`config.mk`:
```
export PLATFORM = sky130hd
export DESIGN_NAME = dbgci_top
export DESIGN_NICKNAME = d
export VERILOG_FILES = /design/src/dbgci_pkg.sv /design/src/dbgci_edge.sv /design/src/dbgci_top.sv
export SDC_FILE = /design/constraint.sdc
export NUM_CORES = 1
export LEC_CHECK = 0
export BUFFER_PORTS_ARGS = -buffer_cell sky130_fd_sc_hd__buf_2
export CELL_PAD_IN_SITES_DETAIL_PLACEMENT = 1
export CELL_PAD_IN_SITES_GLOBAL_PLACEMENT = 1
export CORE_MARGIN = 2
export CORE_UTILIZATION = 40
export DETAILED_ROUTE_END_ITERATION = 8
export PLACE_DENSITY = 0.83
export SYNTH_ARGS = -nofsm -noshare
export SYNTH_HDL_FRONTEND = slang
export SYNTH_SLANG_ARGS = --single-unit
```
`constraint.sdc`:
```
create_clock -name mclk_i -period 7.3 [get_ports mclk_i]
set_clock_uncertainty 0.2 [all_clocks]
set_input_delay 1.095 -clock mclk_i [delete_from_list [all_inputs] [get_ports mclk_i]]
set_output_delay 1.095 -clock mclk_i [all_outputs]
set_load 0.05 [all_outputs]
```
`src/dbgci_pkg.sv`:
```
// dbgci_pkg: constants and carrier types of the debug command interpreter
// assumes a single 10 MHz system clock; link pins sampled in that domain
package dbgci_pkg;

   // instruction codes, command byte bits 7..3
   localparam logic [4:0] DBGCI_OP_ERASE = 5'h02;
   localparam logic [4:0] DBGCI_OP_WRCFG = 5'h03;
   localparam logic [4:0] DBGCI_OP_RDCFG = 5'h04;
   localparam logic [4:0] DBGCI_OP_PC = 5'h05;
   localparam logic [4:0] DBGCI_OP_STAT = 5'h06;
   localparam logic [4:0] DBGCI_OP_BRK = 5'h07;
   localparam logic [4:0] DBGCI_OP_HALT = 5'h08;
   localparam logic [4:0] DBGCI_OP_RESUME = 5'h09;
   localparam logic [4:0] DBGCI_OP_INJECT = 5'h0a;
   localparam logic [4:0] DBGCI_OP_STEP = 5'h0b;
   localparam logic [4:0] DBGCI_OP_SUBST = 5'h0c;
   localparam logic [4:0] DBGCI_OP_ID = 5'h0d;

   // command byte field positions
   localparam int DBGCI_CMD_OP_LSB = 3;
   localparam int DBGCI_CMD_RET_BIT = 2;

   // debug configuration byte bits
   localparam int DBGCI_CFG_INFO_BIT = 0;
   localparam int DBGCI_CFG_SUSP_BIT = 1;
   localparam int DBGCI_CFG_DMA_BIT = 2;
   localparam int DBGCI_CFG_TOFF_BIT = 3;
   localparam logic [7:0] DBGCI_CFG_RESET = 8'h00;

   // breakpoint first data byte fields
   localparam int DBGCI_BRK_NUM_LSB = 3;
   localparam int DBGCI_BRK_EN_BIT = 2;

   // identity value, arbitrary
   localparam logic [15:0] DBGCI_PART_ID = 16'h5a01;

   // serial sizes
   localparam logic [2:0] DBGCI_BIT_LAST = 3'h7;

   typedef enum logic [1:0] {
      DBGCI_RX_CMD,
      DBGCI_RX_DATA,
      DBGCI_TX
   } dbgci_phase_t;

   // actions sent to the cpu core; the strobes are one-cycle pulses, the operands hold their value
   typedef struct packed {
      logic halt;
      logic resume;
      logic inject;
      logic step;
      logic subst;
      logic erase;
      logic brk_set;
      logic [1:0] instr_len;
      logic [23:0] instr;
      logic [1:0] brk_num;
      logic brk_en;
      logic [17:0] brk_addr;
   } dbgci_act_t;

   // state coming back from the cpu core and flash
   typedef struct packed {
      logic [15:0] pc;
      logic [7:0] status;
      logic cpu_halted;
      logic lock_n;
   } dbgci_core_t;

   // controls driven from the configuration byte
   typedef struct packed {
      logic timers_off;
      logic timers_freeze;
      logic dma_pause;
      logic info_page;
   } dbgci_ctl_t;

endpackage

```
`src/dbgci_edge.sv`:
```
// dbgci_edge: two-flop synchroniser with edge detection for link pins
// assumes pins are asynchronous to mclk_i
`timescale 1ns/1ps
`default_nettype none
module dbgci_edge (
   // clock and reset
   input wire logic mclk_i,
   input wire logic rst_i,
   // pin and results
   input wire logic pin_i,
   output logic level_o,
   output logic rise_o,
   output logic fall_o
);
   typedef struct packed {
      logic meta;
      logic sync;
      logic prev;
   } dbgci_sync_t;

   dbgci_sync_t s_q;
   dbgci_sync_t s_d;

   always_comb begin
      s_d.meta = pin_i;
      s_d.sync = s_q.meta;
      s_d.prev = s_q.sync;
   end

   always_ff @(posedge mclk_i or posedge rst_i) begin
      if (rst_i) begin
         s_q <= '0;
      end else begin
         s_q <= s_d;
      end
   end

   assign level_o = s_q.sync;
   assign rise_o = s_q.sync & ~s_q.prev;
   assign fall_o = ~s_q.sync & s_q.prev;
endmodule // dbgci_edge
`default_nettype wire

```
`src/dbgci_top.sv`:
```
// dbgci_top: debug port command decoder with configuration byte
// assumes the core answers actions and reports pc, status, halted, lock
`timescale 1ns/1ps
`default_nettype none

// Functional notes
// - mass-erase command erases flash and clears lock bits
// - any accepted command besides status read disables mass erase
// - configuration write stores the following data byte
// - configuration read returns the byte last written
// - pc read returns two bytes regardless of return bit
// - status read returns the one-byte debug status
// - halt stops cpu; resume only accepted while halted
// - injected instruction runs supplied bytes; low bits give count
// - inject, step and substitute run only while cpu halted
// - single step executes next instruction then advances pc
// - substitute step runs supplied instruction then advances pc
// - identity read returns two bytes regardless of return bit
// - bit 3 disables timers, overriding the suspend bit
// - bit 2 pauses all dma transfers
// - bit 1 freezes timers during injected and branching steps
// - bit 0 selects information page, else main flash
// - command byte: code 7..3, return bit 2, count 1..0
// - drive on rising link clock, sample on falling, msb first
// - while locked only erase, status and identity are obeyed
// - breakpoint bytes: number, enable, address 17..16, then 15..0
module dbgci_top
   import dbgci_pkg::*;
(
   // clock and reset
   input wire logic mclk_i,
   input wire logic rst_i,
   // debug mode entry
   input wire logic dbg_enter_i,
   // debug link pins
   input wire logic dclk_i,
   input wire logic ddata_i,
   output logic ddata_o,
   output logic ddata_oe_n_o,
   // core side
   input wire dbgci_core_t core_i,
   output dbgci_act_t act_o,
   output dbgci_ctl_t ctl_o
);

   ////////////////////////////////////////////////////////////////////////
   typedef struct packed {
      dbgci_phase_t phase;
      logic [2:0] bitn;
      logic [7:0] shreg;
      logic [7:0] cmd;
      logic [1:0] left;
      logic [23:0] data;
      logic [15:0] tx;
      logic tx_two;
      logic erase_ok;
      logic [7:0] cfg;
      logic dout;
      logic oe_n;
      dbgci_act_t act;
      dbgci_ctl_t ctl;
   } dbgci_state_t;

   dbgci_state_t s_q;
   dbgci_state_t s_d;
   logic dclk_rise;
   logic dclk_fall;
   logic din;

   dbgci_edge u_clk (
      .mclk_i(mclk_i),
      .rst_i(rst_i),
      .pin_i(dclk_i),
      .level_o(),
      .rise_o(dclk_rise),
      .fall_o(dclk_fall)
   );

   dbgci_edge u_dat (
      .mclk_i(mclk_i),
      .rst_i(rst_i),
      .pin_i(ddata_i),
      .level_o(din),
      .rise_o(),
      .fall_o()
   );

   ////////////////////////////////////////////////////////////////////////
   logic [7:0] byte_in;
   logic [4:0] op;
   logic locked;
   logic allowed;
   assign byte_in = {s_q.shreg[6:0], din};
   assign op = s_q.cmd[7:DBGCI_CMD_OP_LSB];
   assign locked = ~core_i.lock_n;
   // lock blocks all but erase, status and identity
   assign allowed = ~locked || op == DBGCI_OP_ERASE ||
      op == DBGCI_OP_STAT || op == DBGCI_OP_ID;

   always_comb begin
      s_d = s_q;
      s_d.act.halt = 1'b0;
      s_d.act.resume = 1'b0;
      s_d.act.inject = 1'b0;
      s_d.act.step = 1'b0;
      s_d.act.subst = 1'b0;
      s_d.act.erase = 1'b0;
      s_d.act.brk_set = 1'b0;

      if (dbg_enter_i) begin
         s_d.cfg = DBGCI_CFG_RESET;
         s_d.erase_ok = 1'b1;
         // drop any half-received command so it is not decoded later
         s_d.cmd = 8'h00;
         s_d.phase = DBGCI_RX_CMD;
         s_d.bitn = 3'h0;
         s_d.oe_n = 1'b1;
      end else begin
         case (s_q.phase)
            DBGCI_RX_CMD, DBGCI_RX_DATA: begin
               // sample on falling link clock, msb first
               if (dclk_fall) begin
                  s_d.shreg = byte_in;
                  s_d.bitn = s_q.bitn + 3'h1;
                  if (s_q.bitn == DBGCI_BIT_LAST) begin
                     if (s_q.phase == DBGCI_RX_CMD) begin
                        s_d.cmd = byte_in;
                        s_d.left = byte_in[1:0];
                        s_d.data = 24'h000000;
                        if (byte_in[1:0] != 2'h0) begin
                           s_d.phase = DBGCI_RX_DATA;
                        end
                     end else begin
                        s_d.data = {s_q.data[15:0], byte_in};
                        s_d.left = s_q.left - 2'h1;
                     end
                  end
               end
               // command complete: decode and act once
               if (s_q.phase == DBGCI_RX_DATA && s_q.left == 2'h0 ||
                   s_q.phase == DBGCI_RX_CMD && s_q.bitn == 3'h0 &&
                   s_q.cmd != 8'h00) begin
                  s_d.cmd = 8'h00;
                  s_d.phase = DBGCI_RX_CMD;
                  s_d.tx_two = 1'b0;
                  s_d.tx = {core_i.status, 8'h00};
                  if (op != DBGCI_OP_STAT) begin
                     s_d.erase_ok = 1'b0;
                  end
                  if (allowed) begin
                     case (op)
                        DBGCI_OP_ERASE:
                           s_d.act.erase = s_q.erase_ok;
                        DBGCI_OP_WRCFG:
                           s_d.cfg = s_q.data[7:0];
                        DBGCI_OP_RDCFG:
                           s_d.tx = {s_q.cfg, 8'h00};
                        DBGCI_OP_PC: begin
                           s_d.tx = core_i.pc;
                           s_d.tx_two = 1'b1;
                        end
                        DBGCI_OP_ID: begin
                           s_d.tx = DBGCI_PART_ID;
                           s_d.tx_two = 1'b1;
                        end
                        DBGCI_OP_BRK: begin
                           s_d.act.brk_set = 1'b1;
                           s_d.act.brk_num =
                              s_q.data[DBGCI_BRK_NUM_LSB+17 -: 2];
                           s_d.act.brk_en = s_q.data[DBGCI_BRK_EN_BIT+16];
                           s_d.act.brk_addr = s_q.data[17:0];
                        end
                        DBGCI_OP_HALT:
                           s_d.act.halt = 1'b1;
                        DBGCI_OP_RESUME:
                           s_d.act.resume = core_i.cpu_halted;
                        DBGCI_OP_INJECT: begin
                           s_d.act.inject = core_i.cpu_halted;
                           s_d.act.instr = s_q.data;
                           s_d.act.instr_len = s_q.cmd[1:0];
                        end
                        DBGCI_OP_STEP:
                           s_d.act.step = core_i.cpu_halted;
                        DBGCI_OP_SUBST: begin
                           s_d.act.subst = core_i.cpu_halted;
                           s_d.act.instr = s_q.data;
                           s_d.act.instr_len = s_q.cmd[1:0];
                        end
                        default: ;
                     endcase
                  end
                  if (s_q.cmd[DBGCI_CMD_RET_BIT] || ((op == DBGCI_OP_PC ||
                      op == DBGCI_OP_ID) && allowed)) begin
                     s_d.phase = DBGCI_TX;
                     s_d.bitn = 3'h0;
                  end
               end
            end
            DBGCI_TX: begin
               // drive on rising link clock, msb first
               if (dclk_rise) begin
                  s_d.oe_n = 1'b0;
                  s_d.dout = s_q.tx[15];
                  s_d.tx = {s_q.tx[14:0], 1'b0};
                  s_d.bitn = s_q.bitn + 3'h1;
               end
               if (dclk_fall && s_q.bitn == 3'h0 && !s_q.oe_n) begin
                  if (s_q.tx_two) begin
                     s_d.tx_two = 1'b0;
                  end else begin
                     s_d.phase = DBGCI_RX_CMD;
                     s_d.oe_n = 1'b1;
                  end
               end
            end
            default: s_d.phase = DBGCI_RX_CMD;
         endcase
      end

      // configuration outputs; upper bits are ignored
      s_d.ctl.timers_off = s_d.cfg[DBGCI_CFG_TOFF_BIT];
      s_d.ctl.timers_freeze = s_d.cfg[DBGCI_CFG_SUSP_BIT] &
         ~s_d.cfg[DBGCI_CFG_TOFF_BIT];
      s_d.ctl.dma_pause = s_d.cfg[DBGCI_CFG_DMA_BIT];
      s_d.ctl.info_page = s_d.cfg[DBGCI_CFG_INFO_BIT];
   end

   ////////////////////////////////////////////////////////////////////////
   always_ff @(posedge mclk_i or posedge rst_i) begin
      if (rst_i) begin
         s_q <= '0;
         s_q.erase_ok <= 1'b1;
         s_q.oe_n <= 1'b1;
         s_q.cfg <= DBGCI_CFG_RESET;
      end else begin
         s_q <= s_d;
      end
   end

   assign ddata_o = s_q.dout;
   assign ddata_oe_n_o = s_q.oe_n;
   assign act_o = s_q.act;
   assign ctl_o = s_q.ctl;

endmodule // dbgci_top
`default_nettype wire

```
---- Word level (Yosys, flattened, before mapping) ----
Index checks and enable logic that the tools add are counted.
storage, ports and cells
  word-level logic and storage cells ...... 161
  memories kept ........................... 0
  bits in registers ....................... 138
  bits in latches ......................... 0
  input bits .............................. 31
  ROM bits ................................ 0
  output and inout bits ................... 60
  RAM bits ................................ 0
cells by class
  order comparisons ....................... 0
  $add $sub $neg .......................... 2
  shift-type cells ........................ 0
  div/mod/pow operators ................... 0
  muxes and demuxes ....................... 48
  equality and inequality tests ........... 26
  $mul .................................... 0
  bitwise logic cells ..................... 7
  reductions and logical operators ........ 44
operators with widths
  kind                  count
  $mux W54              4
  $mux W26              3
  $mux W34              2
  $pmux W16 S3          1
  $mux W47              1
  $mux W8               5
  $pmux W17 S2          1
  $eq A5 B4 Y1 const B  6
  $mux W21              1
  $eq A5 B3 Y1 const B  4
  $reduce_and A4 Y1     5
  $mux W9               2
  $mux W17              1
  $mux W16              1
  $ne A4 B4 Y1 const B  4
  $reduce_bool A2 Y1    8
  $mux W1               15
  $mux W5               3
  $reduce_bool A3 Y1    4
  $eq A5 B2 Y1 const B  2
  $mux W2               5
  $reduce_and A5 Y1     2
  $ne A3 B3 Y1 const B  3
  $reduce_and A3 Y1     3
  21 further kinds      41

---- Depth between registers and ports, before layout ----
  word-level depth ........................ 10
  depth in mapped cells ................... 8
  gate-level depth less buffers ........... 7

---- Modules after synthesis ----
A second synthesis with hierarchy kept.
unflattened totals
  cells, all modules ...................... 567
  area total of the unflattened synthesis .. 6,292.3 um^2
by module, submodules not included
  module      sequential area each (um^2)  cells each  times used  area each (um^2)
  dbgci_top   3,230.6                      555         1           6,104.6
  dbgci_edge  75.1                         6           2           93.8

---- Worst setup path after synthesis ----
OpenSTA, ideal clock, no wires.
  path type ............................... in2reg
  start point ............................. input port dbg_enter_i
  end point ............................... register s_q (netlist bit op[0])
  setup time .............................. 0.067 ns
  required time ........................... 7.033 ns
  stages on the path ...................... 5
  buffers on the path ..................... 0
  slack ................................... 4.616 ns
  arrival ................................. 2.417 ns
  cell sequence ........................... or2_2 > nor2_2 > nand2_1 > nor3_2 > a22o_1
on the way
  word-level cells in the longest chain between the ends .. 2
  elaborated cells on any way between the ends .. 6
  those cells by class .................... mux (1); reduce/logical (5)
ends and longest elaborated chain
  element                                                                    line             source
  start: declaration                                                         dbgci_top.sv:34  input wire logic dbg_enter_i,
  $reduce_bool A3 Y1 (no source line) or $reduce_bool A2 Y1 (tied branches)  --
  $reduce_and A4 Y1 (no source line)                                         --
  end: declaration                                                           dbgci_top.sv:64  dbgci_state_t s_q;
Parallel ways exist; a longest one is shown, timed or not.
A chain may end at the register's enable or synchronous reset.

---- Worst setup path after layout ----
  start point ............................. register s_q[132] in the netlist's numbering
  end point ............................... register s_q (netlist bit act_o[23])
on the way
  word-level cells in the longest chain between the ends .. 5
  elaborated cells on any way between the ends .. 8
  those cells by class .................... eq/ne (1); reduce/logical (7)
ends and longest elaborated chain
  element                                 line                                source
  $logic_not A2 Y1                        dbgci_top.sv:119, dbgci_top.sv:141
  $logic_and A1 B1 Y1 (2 in series)       dbgci_top.sv:141                    s_q.phase == DBGCI_RX_CMD && s_q.bitn == 3'h0 &&
  $logic_or A1 B1 Y1                      dbgci_top.sv:140                    if (s_q.phase == DBGCI_RX_DATA && s_q.left == 2'h0 ||
  $reduce_and A5 Y1 (no source line) (*)  --
Every way passes the cells marked *; elsewhere a longest branch is shown, timed or not.

==> flow_summary.ini <==
[final_layout]
seqCellArea_um2 = 3360
final_core_util = 0.465
nFillCells = 1632
design_area_um2 = 7100
multi_input_area_um2 = 2310
antenna_cells = 0
area_delta_synth_final_pct = 13.7
layout_commonest_cell = dfrtp_1
final_cell_mix = dfrtp_1, buf_2, nand2_1, o21ai_0, mux2_2
layout-drive-gt1-share = 0.329
instances_no_fill = 795
fin_nets = 607

[detailed_routing]
wire_per_inst_um = 19.6
drcViolationCount = 0
routed_wl_mm = 15.6
viasPerCell = 5.38
dr.pass1.iters = 4
ant_nets = 0
drtIter0Drc = 231
vias = 4275

[min_path]
holdCritPathClass = register to register

[worst_setup_path]
path_class = register to register
cp.arrival_ns = 3.51
cp.required_ns = 7.40
ff2ff_setup_slack_ns = 3.89
path_cells = or2_1 > a311oi_4 > o211a_4 > nand4b_4 > mux2_4
start_kind = register
cp-end-kind = register
cp_max_fo = 28
crit_path_top_delay_cell = or2_1
critical_path_buf_inv_count = 0
critPathMaxStageDelay_ns = 0.63
cp_top_family = simple AND/OR/NAND/NOR gates

[sta]
fin_crit_ns = 3.41
relSlewSlack = 0.282
worst_slew_pin_slew_ns = 1.08
rsz0062_at_grt = false
setup_violations = 0
maxSlewViolCount = 0
max_freq_mhz = 294
hold_viol = 0
hold_ws_ns = 0.146
fin_tns_setup_ns = 0
fin_crit_sh = 0.467
layout_setup_ws_ns = 3.89

[clocking]
htree_levels = 4
cts_tree = yes
clkTransAtPathRegs_ns = 0.06
cts_resized = 0
cts_setup_buffers = 0
clockBufferDepth = 2
root_buffer = clkbuf_16
cts_sinks = 134
ctsHoldBuffers = 0
numCtsBuffers = 17
clk_latency_ns = 0.42

[global_routing]
grt_overflow_total = 0
antenna_found_initial = 0
grt_pass1_wl_mm = 25.3
grt_pass1_vias = 4638
grt_max_degree = 76
grt_usage = 0.200

[power_and_ir_drop]
vdd_ir_drop_max_v = 0.000177
p_leak_nw = 3.50
total_power_mw = 1.81
powerDensity_nw_per_um2 = 255

[floorplanning]
fp-row-count = 45
initial_core_util = 0.409
ioPinCount = 91
fp.coreArea_um2 = 15300
die-area_um2 = 16600
dieHeight_um = 129
die_w_um = 129

[synth]
syn_avg_cell_area_um2 = 11.4
ys_types = 53
synth_warnings = 0
synth-edff-count = 0
synth_seq_area_share = 0.537
synth-main-ff-cell = dfrtp_1
synth_cells = 547
yosys_register_bits = 134
syn_nets = 582
syn-cell-area_um2 = 6250
synth-async-reset-ratio = 1.00

[place]
io_buffers = 90
place_area_um2 = 6430
post-place-ws_ns = 3.93
place.gp.congestion = 0.872
placed_cells = 764
dpl.hpwl_mm = 10.4

[run]
maxCapViolCount = 0

[outcome]
status = finished clean
-- sequential cells by signal, summed over array words and instances, names as in the netlist, 5 cells and up --
name     cells
byte_in      7
s_q         60
act_o       54
op           5
-- per-layer routing --
metal | vias to the layer above | part of all wire | GRT usage
met5 | - | 0 | 0
met4 | 0 | 0.011 | 0.0678
met3 | 15 | 0.049 | 0.0532
met2 | 127 | 0.53 | 0.345
met1 | 2193 | 0.41 | 0.245
li1 | 1940 | - | -
-- final cells by class --
class	instances	area share
clock inverters	11	0.0275
well taps	211	0.0372
flip-flops and latches	134	0.473
inverters	7	0.00405
clock buffers	20	0.0657
repair buffers	94	0.0677
multi-input cells	318	0.325
-- synthesized netlist by cell type, drive strengths merged (4+ instances only) --
cell,n,area [µm²]
o211ai,8,60.1
a31oi,10,62.6
ha,4,50.1
nand2,64,240
nor2b,4,25.0
dfrtp,132,3300
mux2,56,706
clkbuf,24,90.1
nor3,5,35.0
a22oi,8,60.1
nand4b,7,76.3
a22o,17,149
nor2,27,104
nand3,11,55.1
nor3b,8,65.1
o21ai,34,170
inv,7,26.3
buf,64,480
nand4,9,56.3
a21oi,11,55.1
-- path summary, 6_finish.rpt --
kind | depth (start not counted) | endpoint | from
hold reg to reg | 0 | u_clk.level_o | u_clk.s_d[1]
setup / recovery | 5 | act_o[23] | s_q[132]
max in group asynchronous | 3 | s_q[129] | rst_i
min in group asynchronous | 2 | act_o[4] | rst_i
hold / removal | 0 | u_clk.level_o | u_clk.s_d[1]
setup reg to reg | 5 | act_o[23] | s_q[132]
-- worst register-to-register path, delay by kind of cell (launching register included) --
kind	cells	cell delay (ns)
simple gates	2	1.17
flops	1	0.47
compound gates	2	0.92
mux	1	0.53
-- cells by family (layout without fill, tap and decap cells) --
| logic type | count (synthesis) | in the layout | synth area share |
|---|---|---|---|
| simple gates | 152 | 152 | 0.126 |
| mux | 56 | 56 | 0.113 |
| buf+inv | 95 | 132 | 0.0955 |
| compound gates | 105 | 105 | 0.119 |
| fa+ha+maj | 4 | 4 | 0.00801 |
| flops | 134 | 134 | 0.537 |
| xor+xnor | 1 | 1 | 0.00140 |
-- power by group --
group,switching [mW],internal (mW),leakage [nW]
sequential,0.0245,0.769,1.81
combinational,0.0371,0.0268,1.36
clock,0.322,0.633,0.326
(Power assumes the default switching activity.)
